<file path="config.mk">
export PLATFORM = sky130hd
export DESIGN_NAME = cssr_top
export DESIGN_NICKNAME = d
export VERILOG_FILES = /design/src/hw/cssr_pkg.sv /design/src/hw/cssr_sync.sv /design/src/hw/cssr_top.sv
export SDC_FILE = /design/constraint.sdc
export NUM_CORES = 1
export LEC_CHECK = 0
export CORE_MARGIN = 2
export CORE_UTILIZATION = 39
export CTS_BUF_LIST = sky130_fd_sc_hd__clkbuf_8
export CTS_CLUSTER_SIZE = 10
export DETAILED_ROUTE_END_ITERATION = 10
export DONT_BUFFER_PORTS = 1
export GPL_ROUTABILITY_DRIVEN = 1
export GPL_TIMING_DRIVEN = 1
export PLACE_DENSITY = 0.5
export SLEW_MARGIN = 0
export SYNTH_ARGS = -nofsm -noshare
export SYNTH_HDL_FRONTEND = slang
export SYNTH_SLANG_ARGS = --single-unit
</file>
<file path="constraint.sdc">
create_clock -name CLK -period 1.9 [get_ports CLK]
set_input_delay 0 -clock CLK [delete_from_list [all_inputs] [get_ports CLK]]
set_output_delay 0 -clock CLK [all_outputs]
set_load 0.03 [all_outputs]
</file>
<file path="src/hw/cssr_pkg.sv">
// Purpose: Shared constants and types for the card summary status block
// Assumes: Attribute plane byte offsets as seen on the card bus
// Notes:   Field positions of the summary byte live here, though cssr_chk hard-codes bits 3 and 5
package cssr_pkg;

  // Offsets above 0x3FFF need fifteen address bits
  localparam int          CSSR_AW              = 15;
  localparam int          CSSR_DW              = 8;
  localparam logic [14:0] CSSR_OFS_SUMMARY     = 15'h4100;
  localparam logic [14:0] CSSR_OFS_WPROT       = 15'h4104;
  localparam logic [14:0] CSSR_OFS_PWRDN       = 15'h4108;
  localparam logic [14:0] CSSR_OFS_SOFT_RESTART_HOLD_FLAG      = 15'h410C;
  localparam logic [14:0] CSSR_OFS_SLEEP       = 15'h4110;
  localparam logic [7:0]  CSSR_RST_BYTE        = 8'h00;

  // Summary byte fields
  localparam int CSSR_B_READY   = 0;
  localparam int CSSR_B_SWLOCK  = 1;
  localparam int CSSR_B_INFO    = 2;
  localparam int CSSR_B_PWRDN   = 3;
  localparam int CSSR_B_MAIN    = 4;
  localparam int CSSR_B_SOFT_RESTART_HOLD_FLAG  = 5;
  localparam int CSSR_B_SLEEPLO = 6;
  localparam int CSSR_B_SLEEPHI = 7;

  // Write protection register fields
  localparam int CSSR_WP_INFO = 0;
  localparam int CSSR_WP_MAIN = 1;
  // Control register field
  localparam int CSSR_CTL_BIT = 0;

  // Card bus access bundle
  typedef struct packed {
    logic                attr;   // Attribute plane selected
    logic                rd;
    logic                wr;
    logic [CSSR_AW-1:0]  addr;
    logic [CSSR_DW-1:0]  wdata;
  } cssr_acc_t;

endpackage : cssr_pkg

</file>
<file path="src/hw/cssr_sync.sv">
// Purpose: Three-stage synchroniser with agreement filter for pin levels
// Assumes: Inputs asynchronous to CLK
// Notes:   Stage one feeds stage two only
`default_nettype none
module cssr_sync
  import cssr_pkg::*;
#(
  parameter int W = 1
) (
  // Clock and reset
  input  wire logic         CLK,
  input  wire logic         RST_N,
  // Levels
  input  wire logic [W-1:0] PIN_IN,
  output var  logic [W-1:0] LEVEL_OUT
);
  logic [W-1:0] s1_r;
  logic [W-1:0] s2_r;
  logic [W-1:0] s3_r;
  logic [W-1:0] lvl_r;
  wire  [W-1:0] lvl_nxt = (s2_r & s3_r) | (lvl_r & (s2_r | s3_r));

  // Change accepted only when stages two and three agree
  always_ff @(posedge CLK or negedge RST_N) begin
    if (!RST_N) begin
      s1_r  <= '0;
      s2_r  <= '0;
      s3_r  <= '0;
      lvl_r <= '0;
    end else begin
      s1_r  <= PIN_IN;
      s2_r  <= s1_r;
      s3_r  <= s2_r;
      lvl_r <= lvl_nxt;
    end
  end
  assign LEVEL_OUT = lvl_r;
endmodule // cssr_sync
`default_nettype wire

</file>
<file path="src/hw/cssr_top.sv">
// Purpose: Card summary status register and the write gating it reports
// Assumes: Card bus access already decoded into one-cycle rd/wr strobes
// Notes:   Holds write protect, powerdown, soft reset and sleep controls
// Contract
// - Read-only summary byte at 0x4100
// - Bit 0 shows synchronised ready/busy pin
// - Bit 1 shows mechanical write-protect switch
// - Switch protected blocks every card write
// - Bits 2, 4 mirror lock flags
// - Bit 3 mirrors powerdown hold bit
// - Powerdown allows attribute plane only
// - Bit 5 mirrors soft restart hold
// - Low register-select picks attribute plane
// - Info lock rejects writes to info blocks
// - Main lock rejects other common writes
`default_nettype none
module cssr_top
  import cssr_pkg::*;
#(
  parameter int                 PAIRS     = 4,
  parameter logic [CSSR_AW-1:0] INFO_SIZE = 15'h1000
) (
  // Clock and reset
  input  wire logic               CLK,
  input  wire logic               RST_N,
  // Card bus access, REG_SEL_N low picks attribute plane
  input  wire logic               REG_SEL_N,
  input  wire logic               RD,
  input  wire logic               WR,
  input  wire logic [CSSR_AW-1:0] ADDR,
  input  wire logic [CSSR_DW-1:0] WDATA,
  output var  logic [CSSR_DW-1:0] RDATA,
  // Pins from the card
  input  wire logic               DEVICE_READY_LINE,
  input  wire logic               WP_SWITCH,
  // Common memory access gating
  output var  logic               COMMON_EN,
  output var  logic               COMMON_WR_EN,
  // Control levels to the array
  output var  logic               POWERDOWN_HOLD_FLAG,
  output var  logic               SOFT_RESTART_HOLD_FLAG,
  output var  logic [PAIRS-1:0]   PAIR_SLEEP
);
  localparam int PW = (PAIRS > CSSR_DW) ? CSSR_DW : PAIRS;

  // Decoded card bus access
  cssr_acc_t          acc;
  // Synchronised pins, bit 1 switch, bit 0 ready
  logic [1:0]         pin_lvl;
  // Control registers
  logic               info_struct_lock_flag_r;
  logic               main_array_lock_flag_r;
  logic               powerdown_hold_bit_r;
  logic               soft_restart_hold_flag_r;
  logic [PAIRS-1:0]   sleep_r;
  logic [CSSR_DW-1:0] rdata_r;
  // Next values
  logic               info_struct_lock_flag_nxt;
  logic               main_array_lock_flag_nxt;
  logic               powerdown_hold_bit_nxt;
  logic               soft_restart_hold_flag_nxt;
  logic [PAIRS-1:0]   sleep_nxt;
  logic [CSSR_DW-1:0] rdata_nxt;

  function automatic logic hit(input cssr_acc_t          a,
                               input logic [CSSR_AW-1:0] ofs);
    hit = a.attr && (a.addr == ofs);
  endfunction

  assign acc = '{attr:  ~REG_SEL_N,
                 rd:    RD,
                 wr:    WR,
                 addr:  ADDR,
                 wdata: WDATA};

  // Both pins are asynchronous to CLK
  cssr_sync #(
    .W (2)
  ) u_sync (
    .CLK       (CLK),
    .RST_N     (RST_N),
    .PIN_IN    ({WP_SWITCH, DEVICE_READY_LINE}),
    .LEVEL_OUT (pin_lvl)
  );

  wire ready_lvl  = pin_lvl[0];
  wire wp_switch  = pin_lvl[1];

  // Mechanical switch blocks all writes, attribute ones too
  wire wr_ok      = acc.wr && !wp_switch;
  wire wr_wprot   = wr_ok && hit(acc, CSSR_OFS_WPROT);
  wire wr_pwrdn   = wr_ok && hit(acc, CSSR_OFS_PWRDN);
  wire wr_soft_restart_hold_flag  = wr_ok && hit(acc, CSSR_OFS_SOFT_RESTART_HOLD_FLAG);
  wire wr_sleep   = wr_ok && hit(acc, CSSR_OFS_SLEEP);
  // Summary offset has no write path at all
  wire rd_summary = acc.rd && hit(acc, CSSR_OFS_SUMMARY);
  wire rd_wprot   = acc.rd && hit(acc, CSSR_OFS_WPROT);
  wire rd_pwrdn   = acc.rd && hit(acc, CSSR_OFS_PWRDN);
  wire rd_soft_restart_hold_flag  = acc.rd && hit(acc, CSSR_OFS_SOFT_RESTART_HOLD_FLAG);
  wire rd_sleep   = acc.rd && hit(acc, CSSR_OFS_SLEEP);

  // Sleep value padded to byte for readback
  wire [CSSR_DW-1:0] sleep_byte = CSSR_DW'(sleep_r);

  wire [CSSR_DW-1:0] summary;
  assign summary[CSSR_B_READY]   = ready_lvl;
  assign summary[CSSR_B_SWLOCK]  = wp_switch;
  assign summary[CSSR_B_INFO]    = info_struct_lock_flag_r;
  assign summary[CSSR_B_MAIN]    = main_array_lock_flag_r;
  assign summary[CSSR_B_PWRDN]   = powerdown_hold_bit_r;
  assign summary[CSSR_B_SOFT_RESTART_HOLD_FLAG]  = soft_restart_hold_flag_r;
  // Bit 6 set if any pair sleeps, bit 7 only if all pairs do; exact split is a best guess
  assign summary[CSSR_B_SLEEPLO] = |sleep_r;
  assign summary[CSSR_B_SLEEPHI] = &sleep_r;

  // Control registers read back, unused bits zero
  wire [CSSR_DW-1:0] wprot_byte = {{(CSSR_DW-2){1'b0}},
                                   main_array_lock_flag_r,
                                   info_struct_lock_flag_r};
  wire [CSSR_DW-1:0] pwrdn_byte = {{(CSSR_DW-1){1'b0}},
                                   powerdown_hold_bit_r};
  wire [CSSR_DW-1:0] srst_byte  = {{(CSSR_DW-1){1'b0}},
                                   soft_restart_hold_flag_r};

  // Unmapped reads keep the last byte, so a hole reads back stale data
  assign rdata_nxt =
      rd_summary ? summary    :
      rd_wprot   ? wprot_byte :
      rd_pwrdn   ? pwrdn_byte :
      rd_soft_restart_hold_flag  ? srst_byte  :
      rd_sleep   ? sleep_byte :
                   rdata_r;

  wire [PW-1:0] sleep_w = acc.wdata[PW-1:0];

  // Lock flags change together on one write
  assign info_struct_lock_flag_nxt = wr_wprot ? acc.wdata[CSSR_WP_INFO]
                                              : info_struct_lock_flag_r;
  assign main_array_lock_flag_nxt  = wr_wprot ? acc.wdata[CSSR_WP_MAIN]
                                              : main_array_lock_flag_r;

  assign powerdown_hold_bit_nxt     = wr_pwrdn ? acc.wdata[CSSR_CTL_BIT]
                                               : powerdown_hold_bit_r;

  assign soft_restart_hold_flag_nxt = wr_soft_restart_hold_flag ? acc.wdata[CSSR_CTL_BIT]
                                                : soft_restart_hold_flag_r;

  // Pairs beyond a byte keep their value; no field reaches them
  always_comb begin
    sleep_nxt = sleep_r;
    if (wr_sleep)
      sleep_nxt[PW-1:0] = sleep_w;
  end

  // Write protection
  always_ff @(posedge CLK or negedge RST_N) begin
    if (!RST_N) begin
      info_struct_lock_flag_r <= '0;
      main_array_lock_flag_r  <= '0;
    end else begin
      info_struct_lock_flag_r <= info_struct_lock_flag_nxt;
      main_array_lock_flag_r  <= main_array_lock_flag_nxt;
    end
  end

  // Powerdown hold
  always_ff @(posedge CLK or negedge RST_N) begin
    if (!RST_N)
      powerdown_hold_bit_r <= '0;
    else
      powerdown_hold_bit_r <= powerdown_hold_bit_nxt;
  end

  // Soft restart hold
  always_ff @(posedge CLK or negedge RST_N) begin
    if (!RST_N)
      soft_restart_hold_flag_r <= '0;
    else
      soft_restart_hold_flag_r <= soft_restart_hold_flag_nxt;
  end

  // Pair sleep controls
  always_ff @(posedge CLK or negedge RST_N) begin
    if (!RST_N)
      sleep_r <= '0;
    else
      sleep_r <= sleep_nxt;
  end

  // Registered read data holds until the next decoded read
  always_ff @(posedge CLK or negedge RST_N) begin
    if (!RST_N)
      rdata_r <= CSSR_RST_BYTE;
    else
      rdata_r <= rdata_nxt;
  end

  // Common plane shut while powerdown is held
  wire common_sel = ~acc.attr && !powerdown_hold_bit_r;
  // Info region is the first block pair of the first pair
  wire in_info    = acc.addr < INFO_SIZE;
  wire cm_wr_ok   = !wp_switch
                  && !(in_info && info_struct_lock_flag_r)
                  && !(!in_info && main_array_lock_flag_r);

  assign RDATA                  = rdata_r;
  assign COMMON_EN              = common_sel;
  assign COMMON_WR_EN           = common_sel && acc.wr && cm_wr_ok;
  assign POWERDOWN_HOLD_FLAG    = powerdown_hold_bit_r;
  assign SOFT_RESTART_HOLD_FLAG = soft_restart_hold_flag_r;
  assign PAIR_SLEEP             = sleep_r;
endmodule // cssr_top
`default_nettype wire

</file>
# Word level (Yosys, flattened, before mapping)
# Index checks and enable logic that the tools add are counted.
# word_totals
out_inout_bits	16
wordCells	56
regBits	24
# classes
reduce_logical	30
n_mux	5
order_cmp	1
bitwise_logic	5
n_eq_ne	5
# ops
cell	count
equality test 15 bit, second input constant	5
2-to-1 mux 8 bit	5
logical AND 1 bit	22
< comparator 15 x 13 -> 1 bit, second input constant	1
logical NOT 1 bit	5
nonzero test 5 bit	1
bitwise AND 2 bit	2
OR 2 bit	2
AND reduction 4 bit	1
OR reduction 4 bit	1
inverter 1 bit	1

# Logic depth before layout (Yosys ltp)
# logic_depth
depth_word	8
ltp_mapped	6

# Hierarchy
# From an unflattened synthesis, not the netlist that was laid out.
# unflattened
hier_cells	96
hier_area_um2	1144.8
# by_module_without_submodules
module	area_per_inst_um2	cells_per_inst	n_inst
cssr_top	922.1	86	1
cssr_sync	222.7	10	1

# Least setup slack after synthesis
# No wires, ideal clock.
# synth_timing
path_kind	reg-to-reg
startpoint	register u_sync.lvl_r[1] (netlist: u_sync.LEVEL_OUT[1])
endpoint	register info_struct_lock_flag_r
stages_incl_launch_ff	6
n_path_buf	0
period_less_slack_ns	1.618
arrival_time_ns	1.490
slack_ns	0.282
setup_ns	0.128
path_cell_list	dfrtp_1 nor2b_1 nand3_1 or3_4 nor3b_2 mux2_1
# synth_via
elab_chain_len	3
# synth_rtl
element	line	source
start, declared	cssr_sync.sv:20	logic [W-1:0] lvl_r;
start signal, assigned	cssr_sync.sv:34	lvl_r <= lvl_nxt;
logical NOT 1 bit	cssr_top.sv:90	wire wr_ok = acc.wr && !wp_switch;
logical AND 1 bit	cssr_top.sv:90	
logical AND 1 bit	cssr_top.sv:91	wire wr_wprot = wr_ok && hit(acc, CSSR_OFS_WPROT);
end signal, assigned	cssr_top.sv:161	info_struct_lock_flag_r <= info_struct_lock_flag_nxt;
end, declared	cssr_top.sv:51	logic info_struct_lock_flag_r;
# Every way passes these cells.
# A chain may end at the register's enable or synchronous reset.

# Worst setup path after layout
# Ends and elaborated chain as after synthesis.

==> impl_results.md <==
- CP Max Fanout: 3
- Final max-slew violation count: 0
- Post-Route Utilization: 49.0%
- CP required: 2.05 ns
- Top-count cell post-synth: dfrtp_1
- Overall Global Routing Usage: 16.2%
- Number of synthesized register bits: 24
- Clk Latency, worst-skew pair: about 0.26 ns
- DR vias: 834
- Routed wire per std cell: 17.6 um
- Worst reg-to-reg setup slack: between 0.1 and 0.15 ns
- Die Wd: approximately 58 um
- Post-synthesis sequential area ratio: 52.6%
- Buffers on Ports: 0
- Status: completed
- Hold Crit Endpoint: RDATA[1]
- WP data arrival: between 1.5 and 2 ns
- Crit path kind: flop to flop
- RSZ-0062 raised after global routing: no
- Crit path largest cell delay: 0.41 ns
- Primary FF master, synth: dfrtp_1
- Final Hold Fails: 0
- Syn_nets: 127
- Share of layout cells above drive strength 1: 20.0%
- CTS clk-pin slew, worst paths: 0.09 ns
- Slew @ Worst Pin: between 0.4 and 0.5 ns
- Nets: 141
- GRT Residual Overflow: 0
- Starting Density: 41.4%
- CP endpoint kind: flop
- Reg2reg start: u_sync.LEVEL_OUT[1]
- Clock buffer depth: 2
- Max-cap violation count: 0
- Post-synthesis simple-gate area fraction: a little under a quarter
- Netlist cell types: 35
- Worst reg2reg endpoint: info_struct_lock_flag_r
- GPL Wtd Cong: ~0.76
- Main area contributors after synthesis: dfrtp_1 (53%), mux2_2 (6.9%), nand3_1 (2.2%)
- Setup-failing EPs final: 0
- Syn avg cell area: roughly 12 sq um
- Worst path cell trace: nor2b_1, nand3_2, or3_4, nor3b_2, mux2_1
- DR vias/cell: about 6
- Die Y: 58.1 um
- Clk sink count: 24
- Synth async-reset ratio: 100%
- Yosys top cell by area: dfrtp_1
- Fmax: 570 MHz
- Adder-Cell Fraction of Synth Area: 1.75%
- Syn Inst Count: 97
- Final wirelength: 2490 um
- CTS H-tree depth: 1
- Post-CTS Setup Inserts: 0
- TritonCTS Buffers: 3
- Pwr dens: 695 mW/mm^2
- Num rows: 19
- Worst r2r path cells: 5
- First-pass GRT wire length: 3980 um
- Ant diodes: 0
- Hold_sp: ADDR[2]
- Area Growth Syn to Fin: 18.5%
- First DRT Iteration DRCs: 30
- Routed Antenna Nets: 0
- Slew HR: 70.2%
- Hold crit path type: primary input to flop
- Yosys warnings: 0
- Mux share of post-synthesis cell area: 10.6%
- Crit path time final: 1.76 ns
- Period utilization: between 90% and 100%
- I/O Pins: 46
- Largest net degree at the start of global routing: 25
- Most frequent cells after synthesis: dfrtp_1 (24), mux2_2 (7), nand2_1 (6), inv_1 (5), nand3_1 (5)
- Hold depth: 3
- Synth Area in Compound Gates: 9.10%
- Root buffer cell: clkbuf_8
- CTS tree: done
- Core ar.: 0.00276 sq mm
- Final total power: 0.940 mW
- Vias in the first global route: 832
- Synth Cell Area: 0.00114 sq mm
- CP max stage cell: dfrtp_1
- Leakage: 0.566 nW
- XOR/XNOR share of the synthesized area: 0%
- CP Launch Type: flop
- Largest family of logic cells by synthesized area: simple AND/OR/NAND/NOR gates
- Max IR drop VDD: 439 uV
- Setup TNS: 0 ns
- Die area: 0.00337 sq mm
- EDFF count, synth: 0
- Clock skew: 0.00400 ns
- Detail Placement HPWL: between 1500 and 2000 um
- Initial antenna violation count: 0
- DRC errors left: 0
- Top-area cell type share of the netlist area: 52.6%
- Pre-Repair DR Iteration Count: 4
==> stage by stage <==
stage / hold WS [ns] / std cells / worst slack [ns] / instance area (sq um)
5_1_grt: 0.0687 / 141 / 0.0113 / 1350
3_5_place_dp: -0.295 / 127 / 0.118 / 1180
3_3_place_gp: -0.295 / 127 / 0.148 / 1180
4_1_cts: 0.0473 / 141 / 0.104 / 1350
6_report: 0.0430 / 141 / 0.145 / 1350
2_1_floorplan: -0.296 / 97 / 0.282 / 1140
==> flip-flops by register name, indices dropped and copies added (netlist names) <==
name                     cells
RDATA                        8
PAIR_SLEEP                   4
u_sync.LEVEL_OUT             2
u_sync.s1_r                  2
u_sync.s2_r                  2
u_sync.s3_r                  2
POWERDOWN_HOLD_FLAG          1
SOFT_RESTART_HOLD_FLAG       1
info_struct_lock_flag_r      1
main_array_lock_flag_r       1
==> worst max path at each step <==
stage	from	cells after the start	slack (ns)	to
3_5_place_dp	u_sync.LEVEL_OUT[1]	5	0.12	info_struct_lock_flag_r
6_report	u_sync.LEVEL_OUT[1]	5	0.14	info_struct_lock_flag_r
3_3_place_gp	u_sync.LEVEL_OUT[1]	5	0.15	info_struct_lock_flag_r
4_1_cts	u_sync.LEVEL_OUT[1]	5	0.10	info_struct_lock_flag_r
2_1_floorplan	u_sync.LEVEL_OUT[1]	5	0.28	info_struct_lock_flag_r
5_1_grt	u_sync.LEVEL_OUT[1]	5	0.01	main_array_lock_flag_r
==> routing by layer <==
metal	routed length [um]	vias to the layer above	GRT usage (%)	share of wire (%)
met1	1150	412	22.3	46
met5	0	-	0	0
met3	201	2	3.57	8.1
met2	1110	35	24.7	45
li1	-	385	-	-
met4	21	0	6.98	0.84
==> where the power goes <==
group          internal (mW)  total (mW)  leakage [nW]  switching, mW
registers              0.521       0.527         0.307        0.00586
clock network          0.185       0.345        0.0288          0.160
logic                 0.0352      0.0678         0.230         0.0326
total                  0.741       0.940         0.566          0.199
==> cells by family (layout without fill, tap and decap cells) <==
group | after synthesis | after routing
DFF | 24 | 24
and+or+nand+nor | 37 | 37
buffers and inverters | 8 | 21
adders and majority gates | 2 | 2
AOI/OAI and AO/OA | 15 | 15
muxes | 11 | 11
==> layout by cell type (no fill, tap or decap), types with 3 or more instances in the layout <==
master and n:
inv_1 5, dfrtp_1 24, a21oi_1 3, nand3_1 4
nor2_1 4, nor3_1 3, mux2_2 7, o21ai_0 4
nor2b_1 3, dlygate4sd3_1 9, nand2_1 6, clkbuf_8 4
==> layout make-up <==
class	count	area, sq um
Inverter	5	18.8
Tap cell	31	38.8
Multi-Input combinational cell	65	514
Fill cell	266	1410
Sequential cell	24	601
Timing Repair Buffer	12	125
Clock buffer	4	55.1
==> critical path, delay by kind of cell (launching register included) <==
kind | cells | cell delay [ns]
flops | 1 | 0.41
mux | 1 | 0.34
simple gates | 4 | 0.89
==> timing repair <==
item	in CTS	in global routing
setup endpoints to repair	0	2
resized for setup	0	1
hold buffers	10	0
hold endpoints to repair	35	0
Power figures use the tool's default switching activity.
